<file path="src/sc_dram_regs.svh">
// Timing and field constants for the static column DRAM controller
`ifndef SC_DRAM_REGS_SVH
`define SC_DRAM_REGS_SVH

// ************************************************************
// Clock and conversion
// ************************************************************
`define CLK_NS 8
`define CYC_MIN(ns) (((ns) + `CLK_NS - 1) / `CLK_NS)
`define CYC_MAX(ns) ((ns) / `CLK_NS)

// ************************************************************
// Address layout
// ************************************************************
`define ADDR_W 18
`define HALF_W 9
`define DATA_W 4
`define ROW_LSB 9
`define ROW_MSB 17
`define COL_LSB 0
`define COL_MSB 8

// ************************************************************
// Device timing in ns and derived counts
// ************************************************************
`define ROW_ADDR_HOLD_NS 10
`define ROW_STROBE_ACCESS_NS 70
`define COLUMN_ADDRESS_ACCESS_NS 43
`define COLUMN_STROBE_ACCESS_NS 25
`define COLUMN_CYCLE_NS 48
`define CAS_PRECHARGE_NS 15
`define CBR_COLUMN_PRECHARGE_NS 15
`define CBR_CAS_HOLD_NS 15
`define RAS_PRECHARGE_NS 60
`define RAS_MIN_NS 70
`define RAS_MAX_NS 100000
`define POWER_UP_NS 200000
`define REFRESH_INTERVAL_NS 8200000
`define REFRESH_ROWS 512
`define INIT_CYCLES 8

`define RAH_CYC `CYC_MIN(`ROW_ADDR_HOLD_NS)
`define AA_CYC `CYC_MIN(`COLUMN_ADDRESS_ACCESS_NS)
`define CP_CYC `CYC_MIN(`CAS_PRECHARGE_NS)
`define RP_CYC `CYC_MIN(`RAS_PRECHARGE_NS)
`define RAS_MIN_CYC `CYC_MIN(`RAS_MIN_NS)
`define CHR_CYC `CYC_MIN(`CBR_CAS_HOLD_NS)
`define CPN_CYC `CYC_MIN(`CBR_COLUMN_PRECHARGE_NS)
`define ROW_TICK_CYC `CYC_MAX(`REFRESH_INTERVAL_NS / `REFRESH_ROWS)
`define RAS_GUARD_CYC 32
`define OWED_MAX 15

`endif

</file>
<file path="src/sc_dram_pkg.sv">
// Types shared by the static column DRAM controller
package sc_dram_pkg;

  typedef enum logic [3:0] {
    ST_PWRUP,
    ST_PRECHG,
    ST_CBR_CAS,
    ST_CBR_RAS,
    ST_IDLE,
    ST_ROW,
    ST_COL,
    ST_CAS_HI
  } ctl_state_t;

  typedef struct packed {
    logic write;
    logic [17:0] addr;
    logic [3:0] wdata;
  } mem_req_t;

  typedef struct packed {
    ctl_state_t st;
    logic [15:0] cnt;
    logic [13:0] ras_cnt;
    logic [3:0] init_left;
    logic [3:0] owed;
    logic row_open;
    logic [8:0] row;
    logic [8:0] col;
    logic cur_write;
    logic ras_n;
    logic cas_n;
    logic we_n;
    logic oe_n;
    logic [8:0] addr;
    logic [3:0] dq_out;
    logic dq_oe;
    logic rd_valid;
    logic [3:0] rd_data;
  } ctl_q_t;

endpackage

</file>
<file path="src/sc_dram_ctrl.sv">
// Host-side controller driving a static column DRAM through its pins
// Notes on behaviour
// RQ1: Device stores 262,144 four-bit words over four shared data pins.
// RQ2: Row nine bits on row strobe, then column nine bits on column strobe.
// RQ3: Row address stable by row strobe fall, column by column strobe fall.
// RQ4: Device address latches are transparent after the row-to-column address delay.
// RQ5: Write enable low starts write, high starts read; data ignored on reads.
// RQ6: Device captures data on later falling edge of write enable or column strobe.
// RQ7: Early write drops write enable before column strobe; delayed write after.
// RQ8: Device outputs stay high impedance until column strobe falls; same polarity.
// RQ9: Read data valid within row strobe access time, 70 ns.
// RQ10: Late column strobe: data valid within column strobe access time, 25 ns.
// RQ11: Late column address: data valid within column address access, 43 ns.
// RQ12: Late output enable: data timed from output enable fall.
// RQ13: Read data held until column strobe or output enable rises.
// RQ14: Early write keeps device outputs high impedance whole cycle.
// RQ15: With row strobe low, successive column accesses run in the open row.
// RQ16: Successive column accesses spaced at least 48 ns apart.
// RQ17: All 512 rows refreshed within every 8.2 ms.
// RQ18: Device supports row-only, column-before-row and hidden refresh.
// RQ19: Column strobe high at least 15 ns before column-before-row refresh.
// RQ20: Row-only refresh latches row on row strobe fall, data pins floating.
// RQ21: After power-up wait 200 us strobes high, then eight refresh cycles.
// RQ22: In static column mode only the first access needs a row address.
// RQ23: Column-before-row refresh takes its row from the device's counter.
`include "sc_dram_regs.svh"
module sc_dram_ctrl #(
  parameter int PWRUP_CYC = `CYC_MIN(`POWER_UP_NS),
  parameter int RAS_MAX_CYC = `CYC_MAX(`RAS_MAX_NS)
) (
  input wire logic sys_clk,
  input wire logic reset_n,
  input wire logic req_valid,
  output logic req_ready,
  input wire sc_dram_pkg::mem_req_t req,
  output logic rd_valid,
  output logic [3:0] rd_data,
  output logic init_done,
  output logic ras_n,
  output logic cas_n,
  output logic we_n,
  output logic oe_n,
  output logic [8:0] mux_address_pins,
  input wire logic [3:0] data_io_pins_in,
  output logic [3:0] data_io_pins_out,
  output logic [3:0] data_io_pins_oe
);
  import sc_dram_pkg::*;

  // ************************************************************
  // Address split helpers
  // ************************************************************
  function automatic logic [8:0] row_of(input logic [17:0] a);
    return a[`ROW_MSB:`ROW_LSB];
  endfunction

  function automatic logic [8:0] col_of(input logic [17:0] a);
    return a[`COL_MSB:`COL_LSB];
  endfunction

  // ************************************************************
  // State
  // ************************************************************
  ctl_q_t s_q;
  ctl_q_t s_d;
  logic tick;
  logic cbr_done;
  logic row_hit;
  logic ras_old;
  logic must_close;

  sc_refresh_timer u_timer (
    .sys_clk(sys_clk),
    .reset_n(reset_n),
    .tick(tick)
  );

  assign row_hit = s_q.row_open && (row_of(req.addr) == s_q.row);
  // Leave margin so a running access never pushes the row past its limit
  assign ras_old = s_q.ras_cnt >= 14'(RAS_MAX_CYC - `RAS_GUARD_CYC);
  // Refresh owed, row too old or a request to another row forces the open row shut before more work
  assign must_close = s_q.row_open && ((s_q.owed != 4'h0) || ras_old ||
                      (req_valid && !row_hit));
  assign req_ready = (s_q.st == ST_IDLE) && (s_q.owed == 4'h0) &&
                     (!s_q.row_open || (row_hit && !ras_old));

  always_comb begin
    s_d = s_q;
    s_d.cnt = s_q.cnt + 16'h0001;
    s_d.rd_valid = 1'b0;
    cbr_done = 1'b0;
    if (!s_q.ras_n && s_q.ras_cnt != 14'h3FFF) begin
      s_d.ras_cnt = s_q.ras_cnt + 14'h0001;
    end
    unique case (s_q.st)
      ST_PWRUP: begin
        // Both strobes parked high through the power-up pause
        if (s_q.cnt >= 16'(PWRUP_CYC - 1)) begin  // RQ21
          s_d.st = ST_PRECHG;
          s_d.cnt = 16'h0000;
        end
      end
      ST_PRECHG: begin
        // Precharge also covers the column strobe high time before refresh
        if (s_q.cnt >= 16'(`RP_CYC - 1) && s_q.cnt >= 16'(`CPN_CYC - 1)) begin  // RQ19
          s_d.cnt = 16'h0000;
          if (s_q.init_left != 4'h0 || s_q.owed != 4'h0) begin
            s_d.st = ST_CBR_CAS;
            s_d.cas_n = 1'b0;
          end else begin
            s_d.st = ST_IDLE;
          end
        end
      end
      ST_CBR_CAS: begin
        // Column strobe leads; the device supplies the refresh row itself
        s_d.st = ST_CBR_RAS;  // RQ23
        s_d.ras_n = 1'b0;
        s_d.ras_cnt = 14'h0000;
        s_d.cnt = 16'h0000;
      end
      ST_CBR_RAS: begin
        if (s_q.cnt >= 16'(`RAS_MIN_CYC - 1) && s_q.cnt >= 16'(`CHR_CYC - 1)) begin
          s_d.st = ST_PRECHG;
          s_d.ras_n = 1'b1;
          s_d.cas_n = 1'b1;
          s_d.cnt = 16'h0000;
          if (s_q.init_left != 4'h0) begin
            s_d.init_left = s_q.init_left - 4'h1;  // RQ21
          end else begin
            cbr_done = 1'b1;  // RQ17
          end
        end
      end
      ST_IDLE: begin
        s_d.cnt = 16'h0000;
        if (must_close) begin
          if (s_q.ras_cnt >= 14'(`RAS_MIN_CYC)) begin
            s_d.st = ST_PRECHG;
            s_d.ras_n = 1'b1;
            s_d.row_open = 1'b0;
          end
        end else if (!s_q.row_open && s_q.owed != 4'h0) begin
          // Refresh falling due with no row open would otherwise stall here
          s_d.st = ST_PRECHG;  // RQ17
        end else if (req_valid && req_ready) begin
          s_d.cur_write = req.write;
          s_d.dq_out = req.wdata;
          if (row_hit) begin
            // Open row: column address only, no new row strobe
            s_d.st = ST_COL;  // RQ22 RQ15
            s_d.addr = col_of(req.addr);
            s_d.we_n = !req.write;  // RQ5
            s_d.oe_n = req.write;
            s_d.dq_oe = req.write;
          end else begin
            s_d.st = ST_ROW;  // RQ2
            s_d.addr = row_of(req.addr);  // RQ3
            s_d.row = row_of(req.addr);
            s_d.col = col_of(req.addr);
            s_d.ras_n = 1'b0;
            s_d.ras_cnt = 14'h0000;
            s_d.row_open = 1'b1;
          end
        end
      end
      ST_ROW: begin
        // Row address held past its hold time before switching to column
        if (s_q.cnt >= 16'(`RAH_CYC - 1)) begin
          s_d.st = ST_COL;
          s_d.cnt = 16'h0000;
          s_d.addr = s_q.col;  // RQ2
          s_d.we_n = !s_q.cur_write;  // RQ5 RQ7
          s_d.oe_n = s_q.cur_write;
          s_d.dq_oe = s_q.cur_write;
        end
      end
      ST_COL: begin
        // Column address and write enable were set a cycle before this fall
        if (s_q.cnt == 16'h0000) begin
          s_d.cas_n = 1'b0;  // RQ3 RQ7
        end
        // Sampling one access time after the column address also covers
        // the row and column strobe access times on this schedule
        if (s_q.cnt == 16'(`AA_CYC)) begin
          s_d.st = ST_CAS_HI;
          s_d.cnt = 16'h0000;
          s_d.cas_n = 1'b1;
          s_d.we_n = 1'b1;
          s_d.oe_n = 1'b1;
          s_d.dq_oe = 1'b0;
          if (!s_q.cur_write) begin
            s_d.rd_valid = 1'b1;  // RQ11 RQ9 RQ10
            s_d.rd_data = data_io_pins_in;
          end
        end
      end
      ST_CAS_HI: begin
        // Column precharge closes out an access spaced well past 48 ns
        if (s_q.cnt >= 16'(`CP_CYC - 1)) begin  // RQ16
          s_d.st = ST_IDLE;
          s_d.cnt = 16'h0000;
        end
      end
      default: begin
        s_d.st = ST_PRECHG;
        s_d.ras_n = 1'b1;
        s_d.cas_n = 1'b1;
      end
    endcase
    // A tick in the same cycle as a finished refresh keeps its count
    s_d.owed = s_q.owed;
    if (tick && !cbr_done && s_q.owed != 4'(`OWED_MAX)) begin
      s_d.owed = s_q.owed + 4'h1;  // RQ17
    end else if (cbr_done && !tick) begin
      s_d.owed = s_q.owed - 4'h1;
    end
  end

  always_ff @(posedge sys_clk or negedge reset_n) begin
    if (!reset_n) begin
      s_q <= '{st: ST_PWRUP, cnt: 16'h0000, ras_cnt: 14'h0000,
               init_left: 4'(`INIT_CYCLES), owed: 4'h0, row_open: 1'b0,
               row: 9'h000, col: 9'h000, cur_write: 1'b0, ras_n: 1'b1, cas_n: 1'b1,
               we_n: 1'b1, oe_n: 1'b1, addr: 9'h000, dq_out: 4'h0,
               dq_oe: 1'b0, rd_valid: 1'b0, rd_data: 4'h0};
    end else begin
      s_q <= s_d;
    end
  end

  // ************************************************************
  // Pin and user outputs
  // ************************************************************
  assign ras_n = s_q.ras_n;
  assign cas_n = s_q.cas_n;
  assign we_n = s_q.we_n;
  assign oe_n = s_q.oe_n;
  assign mux_address_pins = s_q.addr;
  assign data_io_pins_out = s_q.dq_out;
  assign data_io_pins_oe = {4{s_q.dq_oe}};
  assign rd_valid = s_q.rd_valid;
  assign rd_data = s_q.rd_data;
  assign init_done = (s_q.init_left == 4'h0);
endmodule

</file>
<file path="src/sc_refresh_timer.sv">
// Per-row refresh pacing tick
`include "sc_dram_regs.svh"
module sc_refresh_timer (
  input wire logic sys_clk,
  input wire logic reset_n,
  output logic tick
);
  logic [15:0] cnt_q;

  // One tick per row slot keeps all rows inside the refresh interval
  always_ff @(posedge sys_clk or negedge reset_n) begin
    if (!reset_n) begin
      cnt_q <= 16'h0000;
      tick <= 1'b0;
    end else if (cnt_q == 16'(`ROW_TICK_CYC - 1)) begin
      cnt_q <= 16'h0000;
      tick <= 1'b1;
    end else begin
      cnt_q <= cnt_q + 16'h0001;
      tick <= 1'b0;
    end
  end
endmodule

</file>
<file path="config.mk">
export PLATFORM = sky130hd
export DESIGN_NAME = sc_dram_ctrl
export DESIGN_NICKNAME = d
export VERILOG_FILES = /design/src/sc_dram_pkg.sv /design/src/sc_dram_ctrl.sv /design/src/sc_refresh_timer.sv
export VERILOG_INCLUDE_DIRS = /design/src
export SDC_FILE = /design/constraint.sdc
export NUM_CORES = 1
export LEC_CHECK = 0
export ABC_CLOCK_PERIOD_IN_PS = 3000
export BUFFER_PORTS_ARGS = -buffer_cell sky130_fd_sc_hd__buf_2
export CAP_MARGIN = 20
export CORE_ASPECT_RATIO = 1.5
export CORE_UTILIZATION = 40
export CTS_CLUSTER_SIZE = 40
export DETAILED_ROUTE_END_ITERATION = 10
export PLACE_DENSITY = 0.56
export SETUP_SLACK_MARGIN = 0.2
export SKIP_LAST_GASP = 1
export SLEW_MARGIN = 20
export SYNTH_ARGS = -nofsm -noshare
export SYNTH_HDL_FRONTEND = slang
export SYNTH_SLANG_ARGS = --single-unit
</file>
<file path="constraint.sdc">
create_clock -name sys_clk -period 3 [get_ports sys_clk]
set_clock_uncertainty 0.1 [all_clocks]
set_input_delay 0.6 -clock sys_clk [delete_from_list [all_inputs] [get_ports sys_clk]]
set_output_delay 0.6 -clock sys_clk [all_outputs]
set_load 0.05 [all_outputs]
</file>
# After elaboration in Yosys (flattened, before gate mapping)
# Index checks and enable logic that the tools add are counted.
dict set report word_totals {
  register_bits 102
  input_bits 30
  out_inout_bits 28
  wordCells 175
}
dict set report classes {
  addsub 6
  magnitude_cmp 6
  n_eq_ne 32
  n_mux 56
  bitwise 6
  n_reduce_logical 49
}
# operator n
set ops {}
lappend ops {{$mux W20} 6}
lappend ops {{$pmux W16 S7} 1}
lappend ops {{$mux W14} 5}
lappend ops {{$mux W16} 4}
lappend ops {{$mux W21} 2}
lappend ops {{$add A16 B1 Y16 const B} 2}
lappend ops {{$pmux W4 S8} 1}
lappend ops {{$pmux W14 S2} 1}
lappend ops {{$mux W4} 6}
lappend ops {{$ne A2 B2 Y1 const B} 11}
lappend ops {{$reduce_and A5 Y1} 4}
lappend ops {{$mux W19} 1}
lappend ops {{$pmux W9 S2} 1}
lappend ops {{$eq A16 B11 Y1 const B} 1}
lappend ops {{$eq A16 B3 Y1 const B} 1}
lappend ops {{$eq A4 B3 Y1 const B} 4}
lappend ops {{$ge A16 B1 Y1 const B} 1}
lappend ops {{$ge A16 B15 Y1 const B} 1}
lappend ops {{$ge A16 B3 Y1 const B} 1}
lappend ops {{$ge A16 B4 Y1 const B} 1}
lappend ops {{$logic_not A16 Y1} 1}
lappend ops {{$add A14 B1 Y14 const B} 1}
lappend ops {{$ge A14 B14 Y1 const B} 1}
lappend ops {{$ge A14 B4 Y1 const B} 1}
lappend ops {{other kinds (36)} 96}

# Longest topological paths before layout
# Gate-level depths: netlist of run 1.
dict set report depth {
  depth_word 10
  depth_mapped 10
  depth_no_buf 9
}

# By module
# Synthesis of run 1 repeated with hierarchy kept, for this count alone.
dict set report hier_totals {
  hier_cells 553
  hier_area_um2 5601.6
}
# module instances cells_per_inst area_per_inst_um2 seq_area_each_um2
set modules_own_cells {}
lappend modules_own_cells {sc_dram_ctrl 1 478 4797.1 2108.3}
lappend modules_own_cells {sc_refresh_timer 1 75 804.5 425.4}

# Worst setup path after synthesis of run 1
# Ideal clock, no wire load.
dict set report synth_timing {
  kind {register to register}
  start {register s_q[77] (netlist name)}
  end {register s_q[46] (netlist name)}
  setup_ns 0.079
  arrival_ns 2.933
  required_ns 2.821
  slack_ns -0.112
  path_stages_with_launch 10
  path_buffers 0
  period_less_slack_ns 3.112
  cell_sequence {dfrtp_1 -> or4_4 -> or4_4 -> o21ai_0 -> o211ai_1 -> ha_1 -> a21o_1 -> a21oi_1 -> mux2i_1 -> xor2_1}
}
dict set report synth_between {
  elab_chain_len 8
  elab_cells_between_ends 11
  classes_between {2 x order compare; 3 x mux; 6 x reduce/logical}
}
# element line_no
set synth_rtl {}
lappend synth_rtl {{start, declared} sc_dram_ctrl.sv:64} ;# ctl_q_t s_q;
lappend synth_rtl {{start signal, assigned} sc_dram_ctrl.sv:222} ;# s_q <= '{st: ST_PWRUP, cnt: 16'h0000, ras_cnt: 14'h0000,
lappend synth_rtl {{$ge A16 B4 Y1 / $ge A16 B1 Y1 (equally long branches)} sc_dram_ctrl.sv:123} ;# if (s_q.cnt >= 16'(`RAS_MIN_CYC - 1) && s_q.cnt >= 16'(`CHR_CYC - 1)) begin
lappend synth_rtl {{$logic_and A1 B1 Y1 (*)} sc_dram_ctrl.sv:123}
lappend synth_rtl {{$mux W1 (*)} sc_dram_ctrl.sv:123}
lappend synth_rtl {{$mux W1 (*)} sc_dram_ctrl.sv:95} ;# unique case (s_q.st)
lappend synth_rtl {{$logic_not A1 Y1} sc_dram_ctrl.sv:213} ;# if (tick && !cbr_done && s_q.owed != 4'(`OWED_MAX)) begin
lappend synth_rtl {{$logic_and A1 B1 Y1 (2 in a row)} sc_dram_ctrl.sv:213}
lappend synth_rtl {{$mux W4 / $reduce_bool A2 Y1 (equally long branches)} n/a}
# Mark *: on every way between the ends. The rest lies on a longest branch, timed or not.
# A chain may end at the register's enable or synchronous reset.

# Worst setup path after layout of run 1
dict set report layout_timing {
  start {register s_q[70] (netlist name)}
  end {register s_q[46] (netlist name)}
}
# The elaborated chain is that of the path after synthesis.

==> impl_metrics.toml, run 1 <==
[status]
outcome = "finished, final reports clean"

[setup_path]
worst-r2r-cell-count = 9
r2r_slack_ns = 0.01
crit_required_ns = 3.17
critical-path-max-stage-delay_ns = 0.52
startpoint = "s_q[70]"
worstSetupPathType = "reg -> reg"
critPathSlowestCell = "or4_4"
cp-end-kind = "flop"
critPathMaxFanout = 3
rr_endpoint = "s_q[46]"
path_cells = "or4_4 -> or4_4 -> o21ai_2 -> o211ai_1 -> ha_1 -> a21o_1 -> a21oi_2 -> mux2i_1 -> xor2_1"
worst_ep_arrival_time_ns = 3.15
crit_top_cell = "or4_4"
worst_setup_path_start_kind = "flop"
r2r-start = "s_q[70]"
crit_buf_inv = 0
crit_family = "simple AND/OR/NAND/NOR gates"

[logic_synthesis]
synth_cells = 534
ys_ff_latch = 101
synth_fp_nets = 578
synth-main-ff-cell = "dfrtp_1"
ys_warn_count = 0
yosysUniqueCellTypes = 62
syn_area_per_cell_um2 = 10.2
synth_edf_count = 0
ys_seq_area_frac = 0.464
synth_area_mm2 = 0.00546
ys_async_sr_fraction = 1.00

[timing]
holdWs_ns = 0.161
tns_ns = 0
finalSetupViolCount = 0
tightest_slew_ns = 0.861
min_period_ns = 2.99
setup_slack_ns = 0.0145
maxSlewViolCount = 0
hold_viol_final = 0
slew_headroom = 0.411
clock.fmax_mhz = 335
rsz0062_at_grt = "yes"
period_share = 0.995

[floorplanning]
core-area_mm2 = 0.0131
fp.dieArea_mm2 = 0.0141
row_count = 51
die_h_um = 145
fp.dieW_um = 97.4
io_pins = 58
start_util = 0.415

[clock_network]
cts_hold_buf = 0
cts_tree = "done"
h-tree-depth = 3
insertion_delay_ns = 0.35
cts_buffer_depth = 2
cts.sinks = 101
cts_root_buf = "clkbuf_16"
cts.reportedPaths.clkPinSlew_ns = 0.07
cts-buffers-inserted = 9

[pwr]
seqPwrFrac = 0.392
p_comb_frac = 0.379
p_sw_frac = 0.394
p_leak_nw = 2.88
vdd_drop_max_mv = 0.311
internal_power_mw = 3.13
power.density_mw_per_mm2 = 813
p_switching_mw = 2.03
pwr-share-clk = 0.229

[routing]
wl_um = 11700
wire_per_inst_um = 15.4
ant_nets = 0
drt-initial-drc-count = 112
via_per_inst = 5.35
drc_errors = 0
vias = 4062
dr.pass1.iters = 4

[layout]
instances_no_fill = 759
num_antenna_cells = 0
final_util = 0.482
drive_gt1_frac = 0.270
fin_nets = 639
syn_to_final_growth_pct = 16.1
fill_cells = 1201

[placement]
dp_hpwl_um = 8660
dp_cells = 737
place_ws_ns = 0.00584
gp_congestion = 0.831
io_buffer_count = 57

[global_routing]
grt_antenna_before_repair = 0
overflow = 0
grt_pass1_wl_um = 20200
grt_max_degree = 48
grt_pass1_vias = 4134
grtUsageTotal = 0.177

[min_path]
hp-class = "in -> async"

[job]
cap_viol_max_count = 0
power groups by stage:
stage / clock network [mW] / registers [mW] / logic [mW]
after detailed placement: 0 / 2.04 / 1.95
final: 1.18 / 2.02 / 1.95
after floorplan: 0 / 1.99 / 1.64
after CTS: 1.23 / 2.02 / 1.97
after global placement: 0 / 2.03 / 1.93
after global routing: 1.28 / 2.08 / 2.15
layer usage:
layer	vias to the layer above	track usage	wire, um
li1	2005	-	-
met1	1960	0.211	4950
met2	79	0.315	6140
met3	18	0.0260	364
met4	0	0.0706	248
met5	-	0	0
registers in the layout, indices dropped and copies added (netlist names):
signal	cells
cas_n	1
data_io_pins_oe	1
data_io_pins_out	4
mux_address_pins	9
oe_n	1
ras_n	1
rd_data	4
rd_valid	1
s_q	61
u_timer.cnt_q	16
u_timer.tick	1
we_n	1
cell usage in the layout (no fill, tap or decap), types with 9 or more instances in the layout:
master and instances:
mux2_2 31, nand3_1 22, nor2b_1 9, dfrtp_1 93, xnor2_1 25, buf_2 55, and3_1 9, xor2_1 23
clkbuf_16 9, inv_1 17, a211oi_1 11, mux2i_1 12, nor3_1 17, buf_4 32, a21oi_1 17, nand4_1 15
nand2_1 30, o21ai_0 15, nor2_1 50, ha_1 13
final cells by class:
| class | count | area (um2) | share of cell area |
|---|---|---|---|
| clock buffers | 12 | 246 | 0.0389 |
| inverters | 17 | 63.8 | 0.0101 |
| clock inverters | 4 | 56.3 | 0.00888 |
| repair buffers | 90 | 567 | 0.0894 |
| well taps | 159 | 199 | 0.0314 |
| flip-flops and latches | 101 | 2540 | 0.400 |
| multi-input cells | 376 | 2670 | 0.421 |
synthesized netlist by cell type, types with 3 or more instances:
| cell type | number | area share |
|---|---|---|
| a211oi_1 | 11 | 0.015 |
| or4_1 | 3 | 0.0041 |
| a21oi_1 | 18 | 0.016 |
| nor2b_1 | 9 | 0.010 |
| a211o_1 | 3 | 0.0048 |
| nand3_1 | 22 | 0.020 |
| nand2b_1 | 5 | 0.0057 |
| xnor2_1 | 25 | 0.040 |
| and3_1 | 9 | 0.010 |
| nor4_1 | 6 | 0.0069 |
| and4_1 | 4 | 0.0064 |
| clkbuf_1 | 15 | 0.010 |
| nand2_1 | 30 | 0.021 |
| mux2i_1 | 12 | 0.022 |
| dfstp_2 | 5 | 0.024 |
| nor3_1 | 18 | 0.016 |
| nor2_1 | 51 | 0.035 |
| ha_1 | 13 | 0.030 |
| buf_4 | 21 | 0.029 |
| inv_1 | 17 | 0.012 |
| xor2_1 | 23 | 0.037 |
| nand4_1 | 15 | 0.017 |
| mux2_2 | 31 | 0.064 |
| dfrtp_1 | 96 | 0.44 |
| o21ai_0 | 16 | 0.015 |
| or3_1 | 7 | 0.0080 |
| o211ai_1 | 4 | 0.0055 |
timing repair:
action,in CTS,in global routing
cloned,0,0
gates resized for setup,4,6
endpoints found under the setup margin,3,4
pin swaps,4,5
setup buffers,3,3
stage by stage:
step                      power, mW  cell area, um2
after global routing           5.50            6340
after floorplan                3.63            5480
after global placement         3.96            5950
after CTS                      5.22            6290
final                          5.16            6340
after detailed placement       3.99            5950
cells by family (layout without fill, tap and decap cells):
group / after synthesis / in the layout / synth area share
xor+xnor: 48 / 48 / 0.0770
buf+inv: 57 / 123 / 0.0555
fa+ha+maj: 14 / 14 / 0.0335
mux: 45 / 45 / 0.0914
flops: 101 / 101 / 0.464
compound gates: 78 / 78 / 0.0985
simple gates: 191 / 191 / 0.180
worst max-delay path by stage:
stage / to / slack [ns] / cells past startpoint
3_3_place_gp: s_q[46] / 0.03 / 9
6_report: s_q[46] / 0.01 / 9
2_1_floorplan: s_q[46] / 0.03 / 9
3_5_place_dp: s_q[46] / 0.006 / 9
5_1_grt: s_q[46] / -0.08 / 9
4_1_cts: s_q[46] / 0.10 / 9
No activity file was read; power rests on OpenSTA's default activity.
==> inputs of run 2 (changes only) <==
Settings changed: SETUP_SLACK_MARGIN 0.2 to not set.
==> run 2 against run 1 <==
Net effect: first-iteration DRC count rose by 34%; routed wire length rose by 1.5%; die area did not move; register-to-register slack improved by 0.06 ns; flip-flop and latch count did not move; via count rose by 1.1%; utilization fell by 0.62 points; maximum frequency rose by 2.2%; largest cell class unchanged; highest routed layer unchanged.
==> impl_metrics.toml, run 2 (synthesis results as in run 1) <==
[routing]
wl_um = 11900
drt-initial-drc-count = 150
drc_errors = 0
via_per_inst = 5.47
wire_per_inst_um = 15.8
ant_nets = 0
dr.pass1.iters = 4
vias = 4105

[global_routing]
grt_pass1_vias = 4268
grt_max_degree = 57
grt_antenna_before_repair = 0
grtUsageTotal = 0.182
overflow = 0
grt_pass1_wl_um = 20900

[setup_path]
r2r_slack_ns = 0.08
crit_buf_inv = 0
crit_top_cell = "or4_4"
worst_ep_arrival_time_ns = 3.09
r2r-start = "s_q[73]"
critPathSlowestCell = "or4_4"
path_cells = "or4_4 -> or4_4 -> o21ai_2 -> o211ai_1 -> ha_1 -> a21o_1 -> a21oi_2 -> mux2i_1 -> xor2_1"
crit_family = "simple AND/OR/NAND/NOR gates"
crit_required_ns = 3.17
critPathMaxFanout = 2
critical-path-max-stage-delay_ns = 0.55
cp-end-kind = "flop"
worst_setup_path_start_kind = "flop"
worstSetupPathType = "reg -> reg"
startpoint = "s_q[73]"

[floorplanning]
fp.dieArea_mm2 = 0.0141
row_count = 51
fp.dieW_um = 97.4
start_util = 0.415
io_pins = 58
die_h_um = 145
core-area_mm2 = 0.0131

[timing]
tns_ns = 0
period_share = 0.974
maxSlewViolCount = 0
rsz0062_at_grt = "no"
min_period_ns = 2.92
holdWs_ns = 0.162
slew_headroom = 0.360
setup_slack_ns = 0.0783
clock.fmax_mhz = 342
tightest_slew_ns = 0.936
hold_viol_final = 0
finalSetupViolCount = 0

[pwr]
vdd_drop_max_mv = 0.283
p_sw_frac = 0.396
internal_power_mw = 3.10
power.density_mw_per_mm2 = 821
seqPwrFrac = 0.395
p_switching_mw = 2.04
pwr-share-clk = 0.231
p_comb_frac = 0.374
power.total_mw = 5.14
p_leak_nw = 2.84

[clock_network]
cts_root_buf = "clkbuf_16"
cts_buffer_depth = 2
cts.sinks = 101
cts.reportedPaths.clkPinSlew_ns = 0.07
h-tree-depth = 3
insertion_delay_ns = 0.34
cts-buffers-inserted = 9
cts_tree = "done"
cts_hold_buf = 0

[layout]
syn_to_final_growth_pct = 14.6
regArea_mm2 = 0.00253
regMostFlops = "s_q"
final_util = 0.476
multi_input_area_mm2 = 0.00267
stdcell_area_mm2 = 0.00626
instances_no_fill = 750
drive_gt1_frac = 0.254
largest_reg_flops = 61
fill_cells = 1236
fin_nets = 630
mostFrequentLayoutCell = "dfrtp_1"
num_antenna_cells = 0
final_cell_mix = "96 x dfrtp_1, 56 x buf_2, 50 x nor2_1"

[placement]
dp_hpwl_um = 8580
dp_cells = 733
gp_congestion = 0.807
dpl_cell_area_mm2 = 0.00591
place_ws_ns = 0.00768
io_buffer_count = 57

[min_path]
hp-class = "in -> async"

[status]
outcome = "finished, final reports clean"

[job]
cap_viol_max_count = 0
[run 2: cell types whose count changed in the layout (fill, tap and decap cells not counted), moves of 2 or more]
cell / change
dfrtp_1: +3
buf_4: -9
clkinvlp_4: +2
clkinv_4: -2
dfrtp_2: -3
[run 2: power groups by stage]
stage	clock network [mW]	logic, mW	registers, mW
after CTS	1.23	1.94	2.03
after global routing	1.29	2.12	2.09
final	1.18	1.92	2.03
after floorplan	0	1.63	1.99
after detailed placement	0	1.93	2.06
after global placement	0	1.90	2.04
[run 2: final cells by class]
| class | instances | area share |
|---|---|---|
| flip-flops and latches | 101 | 0.405 |
| clock inverters | 5 | 0.00940 |
| clock buffers | 11 | 0.0388 |
| repair buffers | 81 | 0.0788 |
| multi-input cells | 376 | 0.426 |
| well taps | 159 | 0.0318 |
| inverters | 17 | 0.0102 |
[run 2: worst paths after layout]
check                      cells after the start        to
min in group sys_clk                           1  rd_valid
max reg2reg                                    9   s_q[46]
max in group asynchronous                      2     cas_n
min reg2reg                                    1  rd_valid
min                                            1   s_q[55]
max                                            9   s_q[46]
[run 2: worst register-to-register path, cell delays in order (launching register included)]
cell and delay, ns:
dfrtp_1 0.38, or4_4 0.55, or4_4 0.50, o21ai_2 0.17, o211ai_1 0.14, ha_1 0.31
a21o_1 0.17, a21oi_2 0.14, mux2i_1 0.24, xor2_1 0.16
[run 2: per-layer routing]
layer | track usage | part of all wire | wire (um) | vias up
li1 | - | - | - | 1980
met1 | 0.222 | 0.43 | 5070 | 2033
met2 | 0.317 | 0.52 | 6200 | 75
met3 | 0.0308 | 0.029 | 346 | 17
met4 | 0.0713 | 0.022 | 261 | 0
met5 | 0 | 0 | 0 | -
[run 2: timing repair]
action	CTS	global route
gates resized for setup	1	5
setup endpoints to repair	1	2
buffers inserted	0	1
gates cloned	0	0
pin swaps	0	9
==> inputs of run 3 (changes only) <==
Settings changed: RECOVER_POWER set to 25.
==> run 3 against run 2 <==
Net effect: clock-buffer cell count unchanged; final area fell by 0.28%; global-route usage did not move; die area did not move; critical path depth stayed put; largest cell class unchanged.
==> impl_metrics.toml, run 3 (synthesis results as in run 1) <==
[floorplanning]
die_h_um = 145
fp.dieArea_mm2 = 0.0141
row_count = 51
start_util = 0.415
fp.dieW_um = 97.4
core-area_mm2 = 0.0131
io_pins = 58

[min_path]
hp-class = "reg -> reg"

[timing]
min_period_ns = 2.92
period_share = 0.973
holdWs_ns = 0.360
clock.fmax_mhz = 343
setup_slack_ns = 0.0815
rsz0062_at_grt = "no"
hold_viol_final = 0
finalSetupViolCount = 0
maxSlewViolCount = 0
slew_headroom = 0.151
tightest_slew_ns = 1.27

[clock_network]
h-tree-depth = 3
cts_tree = "done"
cts.sinks = 101
insertion_delay_ns = 0.34
cts_hold_buf = 0
cts.reportedPaths.clkPinSlew_ns = 0.07
cts_buffer_depth = 2
cts-buffers-inserted = 9
cts_root_buf = "clkbuf_16"

[pwr]
p_sw_frac = 0.396
power.density_mw_per_mm2 = 823
p_leak_nw = 2.83
vdd_drop_max_mv = 0.283
p_comb_frac = 0.374
pwr-share-clk = 0.231
internal_power_mw = 3.10
seqPwrFrac = 0.395
p_switching_mw = 2.04

[setup_path]
worst-r2r-cell-count = 9
r2r-start = "s_q[73]"
worst_setup_path_start_kind = "flop"
cp-endpoint = "s_q[46]"
cp-end-kind = "flop"
critPathMaxFanout = 2
worstSetupPathType = "reg -> reg"
crit_required_ns = 3.17
rr_endpoint = "s_q[46]"
worst_ep_arrival_time_ns = 3.08
r2r_slack_ns = 0.08
startpoint = "s_q[73]"

[routing]
dr.pass1.iters = 4
ant_nets = 0
drc_errors = 0
wire_per_inst_um = 15.9
drt-initial-drc-count = 162
via_per_inst = 5.49
vias = 4114
wl_um = 11900

[layout]
mostFrequentLayoutCell = "dfrtp_1"
final_cell_mix = "96 x dfrtp_1, 57 x buf_2, 50 x nor2_1"
syn_to_final_growth_pct = 14.3
num_antenna_cells = 0
largest_reg_flops = 61
instances_no_fill = 750
drive_gt1_frac = 0.254
fill_cells = 1239
fin_nets = 630
regMostFlops = "s_q"

[global_routing]
grt_antenna_before_repair = 0
grtUsageTotal = 0.182
grt_pass1_wl_um = 20900
grt_pass1_vias = 4268
overflow = 0
grt_max_degree = 57

[placement]
dp_hpwl_um = 8580
place_ws_ns = 0.00768
io_buffer_count = 57
gp_congestion = 0.807
dp_cells = 733

[status]
outcome = "finished, final reports clean"

[job]
cap_viol_max_count = 0
## run 3: cell count changes in the layout (fill, tap and decap cells not counted), sizes merged
cell	previous run	this run
clkbuf	11	12
buf	81	80
## run 3: metrics by stage
step | utilization | power (mW) | cell area [um2] | TNS (ns)
6_report | 0.475 | 5.14 | 6240 | 0
5_1_grt | 0.475 | 5.49 | 6240 | 0
4_1_cts | 0.473 | 5.20 | 6220 | 0
3_5_place_dp | 0.450 | 3.99 | 5910 | 0
3_3_place_gp | 0.450 | 3.94 | 5910 | 0
2_1_floorplan | - | 3.62 | 5460 | -0.0238
## run 3: worst min path at each step
| stage | start | cells after the start | end |
|---|---|---|---|
| floorplan | reset_n | 0 | data_io_pins_oe[0] |
| global placement | u_timer.cnt_q[15] | 1 | u_timer.cnt_q[15] |
| detailed placement | s_q[23] | 1 | rd_valid |
| CTS | reset_n | 1 | s_q[55] |
| global route | req[1] | 2 | data_io_pins_out[1] |
| finish | s_q[23] | 1 | rd_valid |
## run 3: cell type report
cell class	instances	area, um2	area share
clock buffers	11	243	0.0389
clock inverters	5	58.8	0.00942
well taps	159	199	0.0319
inverters	17	63.8	0.0102
flip-flops and latches	101	2530	0.406
multi-input cells	376	2670	0.427
repair buffers	81	475	0.0762
## run 3: per-layer routing
layer / up-vias / wire length [um] / track usage
li1: 1978 / - / -
met1: 2035 / 4980 / 0.222
met2: 84 / 6250 / 0.317
met3: 17 / 409 / 0.0308
met4: 0 / 259 / 0.0713
met5: - / 0 / 0
## run 3: critical path: stages (launching register included)
cell      delay, ns
dfrtp_1        0.38
or4_4          0.55
or4_4          0.50
o21ai_2        0.17
o211ai_1       0.14
ha_1           0.31
a21o_1         0.17
a21oi_2        0.14
mux2i_1        0.24
xor2_1         0.16
## run 3: what timing repair did
item	in CTS	in global routing
setup buffers	0	1
gates resized for setup	1	5
pin swaps	0	9
endpoints found under the setup margin	1	2
gates cloned	0	0
## run 3: power by group through the flow
| stage | combinational, mW | clock, mW | sequential, mW |
|---|---|---|---|
| after detailed placement | 1.93 | 0 | 2.06 |
| final | 1.92 | 1.19 | 2.03 |
| after global routing | 2.11 | 1.29 | 2.09 |
| after global placement | 1.90 | 0 | 2.04 |
| after floorplan | 1.63 | 0 | 1.99 |
| after CTS | 1.94 | 1.23 | 2.03 |
